<file path="config.mk">
export PLATFORM = sky130hd
export DESIGN_NAME = pin_cfg_regs
export DESIGN_NICKNAME = d
export VERILOG_FILES = /design/src/design/pin_cfg_pkg.sv /design/src/design/edge_meter.sv /design/src/design/pin_cfg_regs.sv
export SDC_FILE = /design/constraint.sdc
export NUM_CORES = 1
export LEC_CHECK = 0
export BUFFER_PORTS_ARGS = -buffer_cell sky130_fd_sc_hd__buf_2
export CORE_ASPECT_RATIO = 0.75
export CORE_UTILIZATION = 50
export CTS_CLUSTER_DIAMETER = 200
export DETAILED_ROUTE_END_ITERATION = 12
export PLACE_DENSITY = 0.81
export SLEW_MARGIN = 20
export SYNTH_ARGS = -nofsm -noshare
export SYNTH_HDL_FRONTEND = slang
export SYNTH_SLANG_ARGS = --single-unit
</file>
<file path="constraint.sdc">
create_clock -name core_clk_i -period 2.5 [get_ports core_clk_i]
set_input_delay 0.25 -clock core_clk_i [delete_from_list [all_inputs] [get_ports core_clk_i]]
set_output_delay 0.25 -clock core_clk_i [all_outputs]
set_load 0.01 [all_outputs]
</file>
<file path="src/design/pin_cfg_pkg.sv">
package pin_cfg_pkg;
  // Register byte addresses (printed offsets are not all multiples of four)
  localparam logic [7:0] PIN_CFG_IDX = 8'h1A;
  localparam logic [7:0] EDGE_CNT_IDX = 8'h1B;
  localparam logic [7:0] LINK_STS_IDX = 8'h1C;
  localparam logic [7:0] IRQ_STS_IDX = 8'h20;
  localparam logic [7:0] IRQ_MASK_IDX = 8'h21;
  localparam logic [9:0] PIN_CFG_ADDR = {PIN_CFG_IDX, 2'b00};
  localparam logic [9:0] EDGE_CNT_ADDR = {EDGE_CNT_IDX, 2'b00};
  localparam logic [9:0] LINK_STS_ADDR = {LINK_STS_IDX, 2'b00};
  localparam logic [9:0] IRQ_STS_ADDR = {IRQ_STS_IDX, 2'b00};
  localparam logic [9:0] IRQ_MASK_ADDR = {IRQ_MASK_IDX, 2'b00};
  // Pin configuration field positions
  localparam int GLB_OUT_BIT = 7;
  localparam int GLB_DIR_BIT = 5;
  localparam int GLB_EN_BIT = 4;
  localparam int P9_OUT_BIT = 3;
  localparam int P9_DIR_BIT = 1;
  localparam int P9_EN_BIT = 0;
  localparam logic [7:0] PIN_CFG_WMASK = 8'hBB;
  localparam logic [7:0] PIN_CFG_RST = 8'h00;
  localparam logic [7:0] EDGE_CNT_RST = 8'h00;
  // Status field positions
  localparam int TX_DUAL_BIT = 5;
  localparam int RX_DUAL_BIT = 4;
  localparam int AUD_LOCK_BIT = 3;
  localparam int SIG_DET_BIT = 1;
  localparam int LOCK_BIT = 0;
  // Interrupt events: 0 measurement done, 1 lock change, 2 detect change
  localparam int IRQ_W = 3;
  localparam logic [IRQ_W-1:0] IRQ_RST = 3'h0;
  // Oscillator period per interval unit and its cycle count
  localparam int OSC_PERIOD_NS = 50;
  localparam int CLK_PERIOD_NS = 25;
  localparam int OSC_CYCLES = (OSC_PERIOD_NS + CLK_PERIOD_NS - 1)
                              / CLK_PERIOD_NS;
  // Pair decode {dir,en}
  localparam logic [1:0] MODE_FUNC = 2'b00;
  localparam logic [1:0] MODE_TRI = 2'b10;
  localparam logic [1:0] MODE_OUT = 2'b01;
  localparam logic [1:0] MODE_IN = 2'b11;
endpackage : pin_cfg_pkg

</file>
<file path="src/design/edge_meter.sv">
`timescale 1ns/1ps
module edge_meter (
  input wire logic core_clk_i,
  input wire logic rst_i,
  input wire logic start_i,
  input wire logic [7:0] units_i,
  input wire logic pix_clk_i,
  output logic [7:0] count_o,
  output logic busy_o,
  output logic done_o
);
  typedef struct packed {
    logic [7:0] units;
    logic [7:0] tick;
    logic [7:0] count;
    logic busy;
    logic done;
    logic pix_prev;
  } meter_t;
  meter_t s_q, s_d;
  localparam logic [7:0] TICK_LAST = 8'(pin_cfg_pkg::OSC_CYCLES - 1);

  always_comb begin
    s_d = s_q;
    s_d.done = 1'b0;
    s_d.pix_prev = pix_clk_i;
    if (start_i) begin
      s_d.units = units_i;
      s_d.tick = 8'h00;
      s_d.count = 8'h00;
      s_d.busy = (units_i != 8'h00);
      s_d.done = (units_i == 8'h00);
    end else if (s_q.busy) begin
      // Rising edges of the sampled pixel clock; saturate instead of wrap
      if (pix_clk_i && !s_q.pix_prev && s_q.count != 8'hFF) begin
        s_d.count = s_q.count + 8'h01;
      end
      if (s_q.tick == TICK_LAST) begin
        s_d.tick = 8'h00;
        s_d.units = s_q.units - 8'h01;
        if (s_q.units == 8'h01) begin
          s_d.busy = 1'b0;
          s_d.done = 1'b1;
        end
      end else begin
        s_d.tick = s_q.tick + 8'h01;
      end
    end
  end

  always_ff @(posedge core_clk_i) begin
    if (rst_i) begin
      s_q <= '0;
    end else begin
      s_q <= s_d;
    end
  end

  assign count_o = s_q.count;
  assign busy_o = s_q.busy;
  assign done_o = s_q.done;

  a_count_saturates: assert property (
    @(posedge core_clk_i) disable iff (rst_i)
    (count_o == 8'hFF && !start_i) |=> count_o == 8'hFF)
    else $error("edge count left saturation");
  a_start_clears: assert property (
    @(posedge core_clk_i) disable iff (rst_i)
    start_i |=> count_o == 8'h00)
    else $error("start did not clear count");
  // Done is registered: it shows at the third edge after the start
  a_one_unit_len: assert property (
    @(posedge core_clk_i) disable iff (rst_i)
    (start_i && units_i == 8'h01) ##1 (!start_i)[*3] |-> done_o)
    else $error("one unit interval wrong length");
endmodule : edge_meter

</file>
<file path="src/design/pin_cfg_regs.sv">
// The APB register port was chosen for this implementation.
`timescale 1ns/1ps
// Functional notes
// - Global output drives non-individual pins when output
// - Global pair: func, tristate, force out, in
// - Per-pin settings override global settings
// - Pin9 drives stored level in output mode when pin9_remote_i is low
// - Pin9 pair: func, tristate, gp out, in
// - Writing counter starts edge measurement
// - Counter read returns last counted edges
// - Transmit dual-link flag mirrors outgoing mode
// - Receive dual-link flag mirrors incoming mode
// - Audio lock bit shows audio PLL lock
// - Signal-detect bit shows serial input present
// - Lock bit shows recovery PLL lock
// - Dual-link lock needs both channels locked
module pin_cfg_regs #(
  parameter int NPINS = 4
) (
  input wire logic core_clk_i,
  input wire logic rst_i,
  input wire logic psel_i,
  input wire logic penable_i,
  input wire logic pwrite_i,
  input wire logic [11:0] paddr_i,
  input wire logic [31:0] pwdata_i,
  input wire logic [3:0] pstrb_i,
  output logic [31:0] prdata_o,
  output logic pready_o,
  output logic pslverr_o,
  input wire logic pix_clk_i,
  input wire logic [NPINS-1:0] pin_gp_sel_i,
  input wire logic [NPINS-1:0] func_out_i,
  output logic [NPINS-1:0] pin_out_o,
  output logic [NPINS-1:0] pin_oe_o,
  input wire logic pin9_func_out_i,
  input wire logic pin9_remote_i,
  input wire logic pin9_remote_level_i,
  output logic pin9_out_o,
  output logic pin9_oe_o,
  input wire logic tx_dual_i,
  input wire logic rx_dual_i,
  input wire logic audio_lock_i,
  input wire logic sig_detect_i,
  input wire logic [1:0] chan_lock_i,
  output logic irq_o
);
  typedef struct packed {
    logic [7:0] pin_cfg;
    logic [7:0] status;
    logic [pin_cfg_pkg::IRQ_W-1:0] irq_sts;
    logic [pin_cfg_pkg::IRQ_W-1:0] irq_mask;
    logic [31:0] rdata;
  } regs_t;
  regs_t r_q, r_d;

  logic setup;
  logic access;
  logic wr_en;
  logic rd_en;
  logic hit;
  logic [9:0] addr;
  logic [7:0] cnt;
  logic busy;
  logic done;
  logic start;
  logic lock_now;
  logic [7:0] sts_now;
  logic [pin_cfg_pkg::IRQ_W-1:0] events;
  logic [1:0] glb_mode;
  logic [1:0] p9_mode;

  // =====================================================
  // APB decode: zero-wait, unmapped addresses answer SLVERR
  assign addr = {paddr_i[9:2], 2'b00};
  assign setup = psel_i && !penable_i;
  assign access = psel_i && penable_i;
  assign hit = (paddr_i[1:0] == 2'b00) &&
               (addr == pin_cfg_pkg::PIN_CFG_ADDR ||
                addr == pin_cfg_pkg::EDGE_CNT_ADDR ||
                addr == pin_cfg_pkg::LINK_STS_ADDR ||
                addr == pin_cfg_pkg::IRQ_STS_ADDR ||
                addr == pin_cfg_pkg::IRQ_MASK_ADDR) &&
               (paddr_i[11:10] == 2'b00);
  assign wr_en = access && pwrite_i && hit && pstrb_i[0];
  assign rd_en = setup && !pwrite_i;
  assign pready_o = 1'b1;
  assign pslverr_o = access && !hit;
  assign start = wr_en && addr == pin_cfg_pkg::EDGE_CNT_ADDR;

  // =====================================================
  // Pixel clock measurement
  edge_meter u_meter (
    .core_clk_i(core_clk_i),
    .rst_i(rst_i),
    .start_i(start),
    .units_i(pwdata_i[7:0]),
    .pix_clk_i(pix_clk_i),
    .count_o(cnt),
    .busy_o(busy),
    .done_o(done)
  );

  // =====================================================
  // Link status
  // Lock in dual mode needs both channels, otherwise channel 0 alone
  assign lock_now = rx_dual_i ? &chan_lock_i : chan_lock_i[0];
  always_comb begin
    sts_now = 8'h00;
    sts_now[pin_cfg_pkg::TX_DUAL_BIT] = tx_dual_i;
    sts_now[pin_cfg_pkg::RX_DUAL_BIT] = rx_dual_i;
    sts_now[pin_cfg_pkg::AUD_LOCK_BIT] = audio_lock_i;
    sts_now[pin_cfg_pkg::SIG_DET_BIT] = sig_detect_i;
    sts_now[pin_cfg_pkg::LOCK_BIT] = lock_now;
  end
  assign events = {
    sts_now[pin_cfg_pkg::SIG_DET_BIT] != r_q.status[pin_cfg_pkg::SIG_DET_BIT],
    sts_now[pin_cfg_pkg::LOCK_BIT] != r_q.status[pin_cfg_pkg::LOCK_BIT],
    done
  };

  // =====================================================
  // Register state
  always_comb begin
    r_d = r_q;
    r_d.status = sts_now;
    if (wr_en && addr == pin_cfg_pkg::PIN_CFG_ADDR) begin
      r_d.pin_cfg = pwdata_i[7:0] & pin_cfg_pkg::PIN_CFG_WMASK;
    end
    if (wr_en && addr == pin_cfg_pkg::IRQ_MASK_ADDR) begin
      r_d.irq_mask = pwdata_i[pin_cfg_pkg::IRQ_W-1:0];
    end
    if (wr_en && addr == pin_cfg_pkg::IRQ_STS_ADDR) begin
      r_d.irq_sts = r_q.irq_sts & ~pwdata_i[pin_cfg_pkg::IRQ_W-1:0];
    end
    // A new event wins over a simultaneous clear
    r_d.irq_sts = r_d.irq_sts | events;
    if (rd_en) begin
      r_d.rdata = 32'h0000_0000;
      case (addr)
        pin_cfg_pkg::PIN_CFG_ADDR: r_d.rdata[7:0] = r_q.pin_cfg;
        pin_cfg_pkg::EDGE_CNT_ADDR: r_d.rdata[7:0] = cnt;
        pin_cfg_pkg::LINK_STS_ADDR: r_d.rdata[7:0] = r_q.status;
        pin_cfg_pkg::IRQ_STS_ADDR: r_d.rdata[2:0] = r_q.irq_sts;
        pin_cfg_pkg::IRQ_MASK_ADDR: r_d.rdata[2:0] = r_q.irq_mask;
        default: r_d.rdata = 32'h0000_0000;
      endcase
    end
  end

  always_ff @(posedge core_clk_i) begin
    if (rst_i) begin
      r_q.pin_cfg <= pin_cfg_pkg::PIN_CFG_RST;
      r_q.status <= 8'h00;
      r_q.irq_sts <= pin_cfg_pkg::IRQ_RST;
      r_q.irq_mask <= pin_cfg_pkg::IRQ_RST;
      r_q.rdata <= 32'h0000_0000;
    end else begin
      r_q <= r_d;
    end
  end

  assign prdata_o = r_q.rdata;
  assign irq_o = |(r_q.irq_sts & r_q.irq_mask);

  // =====================================================
  // Pin drive
  assign glb_mode = {r_q.pin_cfg[pin_cfg_pkg::GLB_DIR_BIT],
                     r_q.pin_cfg[pin_cfg_pkg::GLB_EN_BIT]};
  assign p9_mode = {r_q.pin_cfg[pin_cfg_pkg::P9_DIR_BIT],
                    r_q.pin_cfg[pin_cfg_pkg::P9_EN_BIT]};

  // Pins picked individually keep their own drive; the global pair
  // reaches only the rest, so per-pin settings always take precedence
  for (genvar i = 0; i < NPINS; i++) begin : g_pin
    always_comb begin
      pin_out_o[i] = func_out_i[i];
      pin_oe_o[i] = 1'b1;
      if (!pin_gp_sel_i[i]) begin
        case (glb_mode)
          pin_cfg_pkg::MODE_FUNC: begin
            pin_out_o[i] = func_out_i[i];
            pin_oe_o[i] = 1'b1;
          end
          pin_cfg_pkg::MODE_TRI: begin
            pin_out_o[i] = 1'b0;
            pin_oe_o[i] = 1'b0;
          end
          pin_cfg_pkg::MODE_OUT: begin
            pin_out_o[i] = r_q.pin_cfg[pin_cfg_pkg::GLB_OUT_BIT];
            pin_oe_o[i] = 1'b1;
          end
          default: begin
            pin_out_o[i] = 1'b0;
            pin_oe_o[i] = 1'b0;
          end
        endcase
      end
    end
  end

  always_comb begin
    pin9_out_o = pin9_func_out_i;
    pin9_oe_o = 1'b1;
    if (pin9_remote_i) begin
      pin9_out_o = pin9_remote_level_i;
      pin9_oe_o = 1'b1;
    end else begin
      case (p9_mode)
        pin_cfg_pkg::MODE_FUNC: begin
          pin9_out_o = pin9_func_out_i;
          pin9_oe_o = 1'b1;
        end
        pin_cfg_pkg::MODE_TRI: begin
          pin9_out_o = 1'b0;
          pin9_oe_o = 1'b0;
        end
        pin_cfg_pkg::MODE_OUT: begin
          pin9_out_o = r_q.pin_cfg[pin_cfg_pkg::P9_OUT_BIT];
          pin9_oe_o = 1'b1;
        end
        default: begin
          pin9_out_o = 1'b0;
          pin9_oe_o = 1'b0;
        end
      endcase
    end
  end

  // =====================================================
  // Checks
  a_glb_out_drive: assert property (
    @(posedge core_clk_i) disable iff (rst_i)
    (glb_mode == pin_cfg_pkg::MODE_OUT && !pin_gp_sel_i[0]) |->
    (pin_oe_o[0] && pin_out_o[0] == r_q.pin_cfg[pin_cfg_pkg::GLB_OUT_BIT]))
    else $error("global output level not driven");
  a_glb_last_pin: assert property (
    @(posedge core_clk_i) disable iff (rst_i)
    (glb_mode == pin_cfg_pkg::MODE_OUT && !pin_gp_sel_i[NPINS-1]) |->
    (pin_oe_o[NPINS-1] &&
     pin_out_o[NPINS-1] == r_q.pin_cfg[pin_cfg_pkg::GLB_OUT_BIT]))
    else $error("global level missing on last pin");
  a_glb_tristate: assert property (
    @(posedge core_clk_i) disable iff (rst_i)
    (glb_mode[1] && !pin_gp_sel_i[0]) |-> !pin_oe_o[0])
    else $error("global input or tristate still driving");
  a_glb_in_quiet: assert property (
    @(posedge core_clk_i) disable iff (rst_i)
    (glb_mode[1] && !pin_gp_sel_i[0]) |-> !pin_out_o[0])
    else $error("global input or tristate pin not low");
  a_glb_func_mode: assert property (
    @(posedge core_clk_i) disable iff (rst_i)
    (glb_mode == pin_cfg_pkg::MODE_FUNC && !pin_gp_sel_i[0]) |->
    (pin_oe_o[0] && pin_out_o[0] == func_out_i[0]))
    else $error("global functional mode not passed through");
  a_pin_override: assert property (
    @(posedge core_clk_i) disable iff (rst_i)
    pin_gp_sel_i[0] |-> (pin_oe_o[0] && pin_out_o[0] == func_out_i[0]))
    else $error("global setting overrode pin");
  a_p9_out_drive: assert property (
    @(posedge core_clk_i) disable iff (rst_i)
    (p9_mode == pin_cfg_pkg::MODE_OUT && !pin9_remote_i) |->
    (pin9_oe_o && pin9_out_o == r_q.pin_cfg[pin_cfg_pkg::P9_OUT_BIT]))
    else $error("pin9 level not driven");
  a_p9_remote: assert property (
    @(posedge core_clk_i) disable iff (rst_i)
    pin9_remote_i |->
    (pin9_oe_o && pin9_out_o == pin9_remote_level_i))
    else $error("pin9 ignores remote level");
  a_p9_input: assert property (
    @(posedge core_clk_i) disable iff (rst_i)
    (p9_mode[1] && !pin9_remote_i) |-> !pin9_oe_o)
    else $error("pin9 drives in input mode");
  a_p9_func_mode: assert property (
    @(posedge core_clk_i) disable iff (rst_i)
    (p9_mode == pin_cfg_pkg::MODE_FUNC && !pin9_remote_i) |->
    (pin9_oe_o && pin9_out_o == pin9_func_out_i))
    else $error("pin9 functional level not passed through");
  a_p9_tristate: assert property (
    @(posedge core_clk_i) disable iff (rst_i)
    (p9_mode == pin_cfg_pkg::MODE_TRI && !pin9_remote_i) |->
    (!pin9_oe_o && !pin9_out_o))
    else $error("pin9 drives in tristate mode");
  a_start_runs: assert property (
    @(posedge core_clk_i) disable iff (rst_i)
    start |=> (busy || done))
    else $error("write did not start a measurement");
  a_done_irq: assert property (
    @(posedge core_clk_i) disable iff (rst_i)
    done |=> r_q.irq_sts[0])
    else $error("measurement end not flagged");
  a_count_read: assert property (
    @(posedge core_clk_i) disable iff (rst_i)
    (rd_en && addr == pin_cfg_pkg::EDGE_CNT_ADDR) |=>
    prdata_o == {24'h000000, $past(cnt)})
    else $error("counter read wrong");
  // Status checks skip the reset edge, where the inputs may already move
  a_status_follow: assert property (
    @(posedge core_clk_i) disable iff (rst_i)
    !rst_i |=> r_q.status[5:4] == $past({tx_dual_i, rx_dual_i}))
    else $error("dual flags stale");
  a_rx_dual_flag: assert property (
    @(posedge core_clk_i) disable iff (rst_i)
    !rst_i |=>
    r_q.status[pin_cfg_pkg::RX_DUAL_BIT] == $past(rx_dual_i))
    else $error("receive dual flag stale");
  a_status_audio: assert property (
    @(posedge core_clk_i) disable iff (rst_i)
    !rst_i |=> r_q.status[3:1] == {$past(audio_lock_i), 1'b0,
    $past(sig_detect_i)})
    else $error("audio or detect flag wrong");
  a_detect_flag: assert property (
    @(posedge core_clk_i) disable iff (rst_i)
    !rst_i |=>
    r_q.status[pin_cfg_pkg::SIG_DET_BIT] == $past(sig_detect_i))
    else $error("signal detect flag stale");
  a_lock_single: assert property (
    @(posedge core_clk_i) disable iff (rst_i)
    (!rst_i && !rx_dual_i) |=> r_q.status[0] == $past(chan_lock_i[0]))
    else $error("lock bit wrong");
  a_dual_lock: assert property (
    @(posedge core_clk_i) disable iff (rst_i)
    (rx_dual_i && !chan_lock_i[1]) |=> !r_q.status[0])
    else $error("dual lock with one channel");
  a_dual_lock_both: assert property (
    @(posedge core_clk_i) disable iff (rst_i)
    (!rst_i && rx_dual_i && &chan_lock_i) |=> r_q.status[0])
    else $error("dual lock missing with both channels");
  a_reserved_zero: assert property (
    @(posedge core_clk_i) disable iff (rst_i)
    (r_q.pin_cfg[6] == 1'b0) && (r_q.pin_cfg[2] == 1'b0))
    else $error("reserved bit set");
  a_status_rsvd: assert property (
    @(posedge core_clk_i) disable iff (rst_i)
    r_q.status[7:6] == 2'b00 && !r_q.status[2])
    else $error("reserved status bit set");
  a_cfg_write: assert property (
    @(posedge core_clk_i) disable iff (rst_i)
    (wr_en && addr == pin_cfg_pkg::PIN_CFG_ADDR) |=>
    r_q.pin_cfg == ($past(pwdata_i[7:0]) & pin_cfg_pkg::PIN_CFG_WMASK))
    else $error("config write not stored");
endmodule : pin_cfg_regs

</file>
; ---- Word-level counts from Yosys, hierarchy flattened
; Index checks and enable logic that the tools add are counted.
[classes]
n_addsub = 3
bitwise_logic = 4
n_mux = 28
reduce_logical = 38
eq_ne = 12
[op_table]
columns = op, n
row1 = $mux W26, 2
row2 = $eq A8 B5 Y1 const B, 3
row3 = $mux W8, 3
row4 = $add A8 B1 Y8 const B, 2
row5 = $eq A8 B1 Y1 const B, 2
row6 = $eq A8 B6 Y1 const B, 2
row7 = $logic_and A1 B1 Y1, 15
row8 = $pmux W3 S5, 1
row9 = $pmux W5 S3, 1
row10 = $mux W1, 13
row11 = $pmux W1 S2, 5
row12 = $logic_not A2 Y1, 4
row13 = $logic_not A8 Y1, 1
row14 = $ne A8 B8 Y1 const B, 1
row15 = $reduce_bool A8 Y1, 1
row16 = $sub A8 B1 Y8 const B, 1
row17 = $and A3 B3 Y3, 2
row18 = $reduce_and A2 Y1, 3
row19 = $reduce_or A2 Y1, 3
row20 = $eq A2 B1 Y1 const B, 2
row21 = $logic_not A1 Y1, 4
row22 = $logic_or A1 B1 Y1, 4
row23 = $mux W2, 2
row24 = $reduce_bool A2 Y1, 2
row25 = other kinds (5), 6
[totals]
output_inout_bits = 45
reg_bits = 55
elab_cells = 97
input_bits = 71

; ---- Longest topological paths before layout
; Gate-level depths: netlist (run 1).
[logic_depth]
word_depth = 12
mapped_depth = 6

; ---- Hierarchy
; Synthesis (run 1) repeated with hierarchy kept, for this count alone.
[hier_totals]
hier_cells = 372
hier_area_um2 = 3156.8
[modules_own_cells]
columns = mod, instances, cells_each, area_per_inst_um2
row1 = pin_cfg_regs, 1, 207, 1702.9
row2 = edge_meter, 1, 165, 1453.9

; ---- Least setup slack after synthesis (run 1)
; OpenSTA, ideal clock, no wires.
[synth_path]
kind = register to register
start = register u_meter.s_q[11] in the netlist's numbering
end = register u_meter.s_q[23] in the netlist's numbering
path_buffers = 0
period_less_slack_ps = 1759
arrival_time_ps = 1668
path_slack_ps = 741
path_stages_with_launch = 6
cell_sequence = dfxtp_1 > ha_1 > nor4b_4 > nand4_2 > or4_1 > a311oi_1
[synth_between]
elab_chain_cells = 3
[synth_rtl]
columns = item, line
row1 = from (decl), edge_meter.sv:20  ; meter_t s_q, s_d;
row2 = from (signal assigned), edge_meter.sv:53  ; s_q <= '0;
row3 = from (signal assigned), edge_meter.sv:55  ; s_q <= s_d;
row4 = $eq A8 B1 Y1, edge_meter.sv:38  ; if (s_q.tick == TICK_LAST) begin
row5 = $reduce_bool A2 Y1 (no source line), -
row6 = $reduce_and A2 Y1 (no source line), -
; Every way passes these cells.
; A chain may end at the register's enable or synchronous reset.

; ---- Worst setup path in the final report (run 1)
; Same ends and word-level chain as after synthesis.

==> impl_metrics.tcl, run 1 <==
set metrics [dict create \
    outcome "finished, final reports clean" \
    dp.cells 499 \
    htreeDepth 2 \
    clk_pin_slew_ns 0.10 \
    std_cell_rows 24 \
    place_ws_ns 0.4739 \
    final_max_slew_viol_count 0 \
    seqPwrFrac_pct 56.5 \
    cts_setup_buffers 0 \
    grt_overflow 0 \
    finalWirelength_microns 7621 \
    reg2reg_to "u_meter.s_q[23]$_SDFFE_PP0P_" \
    powerDensity_mw_per_mm2 437.4 \
    switching_share_pct 26.73 \
    synthDistinctLibCells 53 \
    syn_to_final_growth_pct 11.19 \
    fin_crit_sh_pct 81.82 \
    clock_power_share_pct 33.0 \
    grt_antenna_before_repair 0 \
    worstPathRequired_ns 2.73 \
    maxCapViolations 0 \
    clock-root-buffer "clkbuf_8" \
    die_h_microns 69.92 \
    grt_pass1_vias 2716 \
    syn_inst 373 \
    remaining_drc_errors 0 \
    fin_skew_ns 0.01086 \
    cts.sinks 52 \
    synth_top_area_cell "dfxtp_1" \
    timing.final.ws_setup_ns 0.4545 \
    port_buffers 63 \
    whs_ns 0.1439 \
    peakVddDrop_uv 229.4 \
    ant_nets 0 \
    power.internal_mw 1.096 \
    rsz0062_at_grt "no" \
    path_class "flip-flop to flip-flop" \
    postPlaceCellArea_sq_mm 0.003327 \
    ios 116 \
    ys_seq_area_share_pct 33.85 \
    synth-seq-cells 52 \
    holdPathEnd "r_q[43]$_SDFF_PP0_" \
    start_kind "flip-flop" \
    power_frac_comb_pct 10.5 \
    final_net_count 504 \
    hold_depth 2 \
    synth_flop_cell "dfxtp_1" \
    coreArea_sq_mm 0.005886 \
    synth.avg_cell_area_sq_um 8.245 \
    dieArea_sq_mm 0.006472 \
    synth_area_sq_mm 0.003075 \
    tightest_slew_ns 0.8025 \
    p_total_mw 1.496 \
    rrSetupSlack_ns 0.45 \
    ctsHoldBuffers 0 \
    yosysWarnings 0 \
    wire_per_inst_microns 15.03 \
    fin_crit_ns 2.046 \
    dpl.hpwl_microns 5699 \
    diodes 0 \
    die_width_microns 92.56 \
    stdcell_count 507 \
    slew_headroom_pct 46.01 \
    power.switching_uw 399.7 \
    power.leakage_nw 1.298 \
    reg2reg_depth 5 \
    grt_pass1_wl_microns 12300 \
    async_flop_share_pct 0 \
    via_count 2970 \
    synth_edf_count 0 \
    track_usage_pct 23.77 \
    fin_util_pct 58.10 \
    ctsResizeCount 0 \
    grt_start_max_net_pins 26 \
    initial_core_util_pct 52.25 \
    drive_gt1_share_pct 21.68 \
    hp-class "input pin to flip-flop" \
    final_cell_area_sq_mm 0.003420 \
    post_drt_via_cell_ratio 5.858 \
    insertion_delay_ns 0.31 \
    arrival_ns 2.27 \
    setup_viol 0 \
    setup_tns_ns 0 \
    critPathMaxFanout 7 \
    firstDrtPassIters 5 \
    fmaxAchievable_mhz 488.9 \
    yosys-top-cells-area "dfxtp_1, buf_4, a21oi_1, o21ai_0, nand2_1" \
    clk_path_buf_depth 2 \
    critPathCaptureType "flip-flop" \
    cts_tree "built" \
    gp_congestion 0.8651 \
    hold_viol 0 \
    yosys.area.top_type_share_pct 33.85 \
    drt_iter0_markers 218 \
    r2r-start "u_meter.s_q[11]$_SDFFE_PP0P_" \
    hold_start "tx_dual_i" \
    numCtsBuffers 5 \
]
worst max-delay path: stages (launching register included):
cell and delay [ns]:
dfxtp_1 0.44, ha_1 0.22, nor4b_4 0.40, nand4_2 0.20, or4_1 0.42, a311oi_1 0.28
registers in the layout, indices dropped and copies added, names as in the netlist:
name             cells
glb_mode             2
p9_mode              2
prdata_o             8
r_q                 13
u_meter.busy_o       1
u_meter.count_o      8
u_meter.done_o       1
u_meter.s_q         17
kinds of logic after synthesis:
family                   share of synthesized area, %
adder cells (fa/ha/maj)                         2.034
multiplexers                                    3.499
XOR/XNOR                                        4.272
AND/OR/NAND/NOR                                 26.44
AO/OA/AOI/OAI                                   18.67
buffers and inverters                           10.98
flip-flops                                      33.85
other                                          0.2442
cells in the final DEF, fill, tap and decap left out, types with 5 or more instances in the layout:
cell type	synthesis	routed
buf_4	33	6
o21ai_0	22	22
buf_2	3	63
clkbuf_8	0	5
nor3_1	5	5
xnor2_1	9	9
nand4_1	11	11
dfxtp_1	52	52
a21oi_1	36	36
nor2b_1	5	5
nand2_1	27	27
inv_1	12	12
and4_1	5	5
mux2_2	6	6
and3_1	5	5
nand2b_1	5	5
o31ai_1	13	13
ha_1	5	5
nand3_1	15	15
conb_1	2	25
nor2_1	26	26
xor2_1	6	6
or3_1	5	5
worst max path at each step:
| stage | startpoint | endpoint | slack (ns) | depth (start not counted) |
|---|---|---|---|---|
| floorplan | u_meter.s_q[11]$_SDFFE_PP0P_ | u_meter.s_q[23]$_SDFFE_PP0P_ | 0.74 | 5 |
| global placement | u_meter.s_q[11]$_SDFFE_PP0P_ | u_meter.s_q[23]$_SDFFE_PP0P_ | 0.58 | 5 |
| detailed placement | u_meter.s_q[11]$_SDFFE_PP0P_ | u_meter.s_q[23]$_SDFFE_PP0P_ | 0.47 | 5 |
| CTS | u_meter.s_q[11]$_SDFFE_PP0P_ | u_meter.s_q[23]$_SDFFE_PP0P_ | 0.45 | 5 |
| global route | u_meter.s_q[11]$_SDFFE_PP0P_ | u_meter.s_q[23]$_SDFFE_PP0P_ | 0.35 | 5 |
| finish | u_meter.s_q[11]$_SDFFE_PP0P_ | u_meter.s_q[23]$_SDFFE_PP0P_ | 0.45 | 5 |
power groups by stage:
| stage | logic (mW) | registers [mW] | clock network, mW |
|---|---|---|---|
| 2_1_floorplan | 0.111 | 0.861 | 0 |
| 3_3_place_gp | 0.150 | 0.864 | 0 |
| 3_5_place_dp | 0.154 | 0.865 | 0 |
| 4_1_cts | 0.154 | 0.846 | 0.509 |
| 5_1_grt | 0.173 | 0.847 | 0.532 |
| 6_report | 0.157 | 0.846 | 0.493 |
layout make-up:
type                       instances  area, sq um
clock buffer                       5        68.82
tap                               78        97.59
sequential                        52         1041
inverter                          12        45.04
timing repair buffer              69        360.3
clock inverter                     3        23.77
multi-input combinational        288         1783
fill                             527         2466
metal layers:
| layer | vias up | wire [microns] | GRT usage (%) | part of all wire (%) |
|---|---|---|---|---|
| met5 | - | 0 | 0 | 0 |
| met4 | 0 | 65 | 5.556 | 0.85 |
| met3 | 10 | 603 | 4.793 | 7.9 |
| met2 | 140 | 3551 | 39.75 | 47 |
| met1 | 1399 | 3401 | 31.50 | 45 |
| li1 | 1421 | - | - | - |
cells in the mapped netlist (3+ instances only):
cell type,n
buf_4,33
o21ai_1,4
mux2_2,6
a31oi_1,4
nor3_1,5
mux2i_1,4
or4_1,3
nor4_1,4
nand2_1,27
and4_1,5
inv_1,12
and3b_1,3
nand3_1,15
nand2b_1,5
and3_1,5
dfxtp_1,52
nor2_1,26
o31ai_1,13
nor2b_1,5
ha_1,5
nand4_1,11
xor2_1,6
a32oi_1,3
xnor2_1,9
o21ai_0,22
buf_2,3
or3_1,5
clkbuf_1,8
a21oi_1,36
No activity file was read; power rests on OpenSTA's default activity.
==> run 2, diff against run 1 <==
--- a/config.mk
+++ b/config.mk
@@ -7,10 +7,10 @@
 export LEC_CHECK = 0
 export BUFFER_PORTS_ARGS = -buffer_cell sky130_fd_sc_hd__buf_2
 export CORE_ASPECT_RATIO = 0.75
-export CORE_UTILIZATION = 50
+export CORE_UTILIZATION = 45
 export CTS_CLUSTER_DIAMETER = 200
 export DETAILED_ROUTE_END_ITERATION = 12
-export PLACE_DENSITY = 0.81
+export PLACE_DENSITY = 0.77
 export SLEW_MARGIN = 20
 export SYNTH_ARGS = -nofsm -noshare
 export SYNTH_HDL_FRONTEND = slang
==> constraint.sdc (replaced) <==
create_clock -name core_clk_i -period 1.8 [get_ports core_clk_i]
set_input_delay 0.18 -clock core_clk_i [delete_from_list [all_inputs] [get_ports core_clk_i]]
set_output_delay 0.18 -clock core_clk_i [all_outputs]
set_load 0.01 [all_outputs]
==> run 2 against run 1 <==
Net effect: non-clock buffer count rose by 18; largest power group unchanged; first-iteration DRC count fell by 24%; sequential share of layout area fell by 1.4 points; sequential power rose by 38%; global-route usage fell by 2.4 points; total power rose by 42%; highest routed layer unchanged; clock power rose by 45%; count of clock-buffer cells in the layout rose by 2; fmax rose by 19%; clock skew fell by 0.0023 ns; utilization fell by 2.3 points.
==> impl_metrics.tcl, run 2 (synthesis gave the netlist of run 1 again) <==
set metrics [dict create \
    finalWirelength_microns 7948 \
    clk_pin_slew_ns 0.09 \
    powerDensity_mw_per_mm2 589.6 \
    final_cell_mix "buf_2, dfxtp_1, a21oi_1, nand2_1, nor2_1" \
    largest_registers "u_meter.s_q x17, r_q x13" \
    grt_overflow 0 \
    ctsHoldBuffers 0 \
    grt_pass1_wl_microns 12340 \
    final_net_count 522 \
    drive_gt1_share_pct 25.56 \
    syn_to_final_growth_pct 16.84 \
    reg2reg_depth 6 \
    post_drt_via_cell_ratio 5.662 \
    final_common_cell "buf_2" \
    timing.final.ws_setup_ns 0.08281 \
    htreeDepth 2 \
    stdcell_count 527 \
    critPathCaptureType "flip-flop" \
    reg2reg_to "u_meter.s_q[23]$_SDFFE_PP0P_" \
    insertion_delay_ns 0.31 \
    clock-root-buffer "clkbuf_8" \
    critPathBufInv 1 \
    via_count 2984 \
    r2r-start "u_meter.s_q[12]$_SDFFE_PP0P_" \
    diodes 0 \
    std_cell_rows 25 \
    peakVddDrop_uv 320.7 \
    critPathTopFamily "simple AND/OR/NAND/NOR gates" \
    setup_tns_ns 0 \
    clock_power_share_pct 33.8 \
    initial_core_util_pct 47.73 \
    tightest_slew_ns 0.4935 \
    hold_start "tx_dual_i" \
    fin_skew_ns 0.008579 \
    slowest_stage "or4_4" \
    start_kind "flip-flop" \
    die_h_microns 73.60 \
    fin_util_pct 55.77 \
    p_total_mw 2.119 \
    postPlaceCellArea_sq_mm 0.003466 \
    coreArea_sq_mm 0.006444 \
    path_class "flip-flop to flip-flop" \
    worstPathRequired_ns 2.03 \
    clk_path_buf_depth 2 \
    hold_depth 2 \
    slowest_delay_ns 0.44 \
    crit_chain "inv_1 -> ha_2 -> nor4b_4 -> nand4_2 -> or4_4 -> a311oi_2" \
    ios 116 \
    final_max_slew_viol_count 0 \
    largest_register "u_meter.s_q" \
    outcome "finished, final reports clean" \
    grt_start_max_net_pins 19 \
    largest_register_ffs 17 \
    grt_antenna_before_repair 0 \
    grt_pass1_vias 2654 \
    hp-class "input pin to flip-flop" \
    port_buffers 63 \
    drt_iter0_markers 165 \
    rrSetupSlack_ns 0.08 \
    dp.cells 520 \
    switching_share_pct 24.69 \
    arrival_ns 1.95 \
    cts.sinks 52 \
    track_usage_pct 21.36 \
    dpl.hpwl_microns 5943 \
    setup_viol 0 \
    die_width_microns 97.46 \
    place_ws_ns 0.02498 \
    whs_ns 0.08133 \
    power_frac_comb_pct 10.8 \
    numCtsBuffers 5 \
    remaining_drc_errors 0 \
    fin_crit_sh_pct 95.40 \
    hold_viol 0 \
    final_cell_area_sq_mm 0.003593 \
    dieArea_sq_mm 0.007173 \
    critPathMaxFanout 5 \
    fmaxAchievable_mhz 582.3 \
    holdPathEnd "r_q[43]$_SDFF_PP0_" \
    firstDrtPassIters 5 \
    ant_nets 0 \
    maxCapViolations 0 \
    power.internal_mw 1.596 \
    rsz0062_at_grt "no" \
    cts_setup_buffers 0 \
    fin_crit_ns 1.717 \
    wire_per_inst_microns 15.08 \
    seqPwrFrac_pct 55.4 \
    cts_tree "built" \
    power.switching_uw 523.1 \
    gp_congestion 0.8580 \
    slew_headroom_pct 66.25 \
    power.leakage_nw 1.403 \
]
==> run 2: cell count changes in the layout (fill, tap and decap cells not counted), sizes merged <==
cell | previous run | this run
buf | 69 | 87
clkbuf | 5 | 7
clkinv | 1 | 0
clkinvlp | 2 | 0
==> run 2: worst max-delay path by stage <==
stage                                      start  cells after the start                            to
global route        u_meter.s_q[12]$_SDFFE_PP0P_                      8  u_meter.s_q[14]$_SDFFE_PP0P_
floorplan           u_meter.s_q[11]$_SDFFE_PP0P_                      5  u_meter.s_q[23]$_SDFFE_PP0P_
global placement    u_meter.s_q[12]$_SDFFE_PP0P_                      6  u_meter.s_q[24]$_SDFFE_PP0P_
detailed placement  u_meter.s_q[12]$_SDFFE_PP0P_                      6  u_meter.s_q[24]$_SDFFE_PP0P_
finish              u_meter.s_q[12]$_SDFFE_PP0P_                      6  u_meter.s_q[23]$_SDFFE_PP0P_
CTS                 u_meter.s_q[12]$_SDFFE_PP0P_                      6  u_meter.s_q[24]$_SDFFE_PP0P_
==> run 2: metal layers <==
| metal | vias up | wire length [microns] | global-route usage [%] |
|---|---|---|---|
| met3 | 12 | 681 | 5.043 |
| met5 | - | 0 | 0 |
| li1 | 1456 | - | - |
| met1 | 1376 | 3620 | 29.48 |
| met2 | 140 | 3566 | 34.50 |
| met4 | 0 | 80 | 4.085 |
==> run 2: cell type report <==
class                      count  area (sq um)
sequential                    52          1042
fill                         628          2850
clock buffer                   7         96.34
inverter                      12         45.04
tap                           81         101.3
timing repair buffer          87         495.5
multi-input combinational    288          1813
==> run 2: power groups by stage <==
stage          Sequential (mW)  Clock, mW  Combinational (mW)
4_1_cts                   1.17      0.725               0.224
6_report                  1.17      0.717               0.228
5_1_grt                   1.17      0.753               0.250
2_1_floorplan             1.20          0               0.154
3_3_place_gp              1.20          0               0.217
3_5_place_dp              1.20          0               0.223
==> run 2: repair_timing <==
action                                  in CTS  in global routing
endpoints found under the setup margin       0                  9
hold endpoints to repair                     0                  0
gates resized for setup                      0                  6
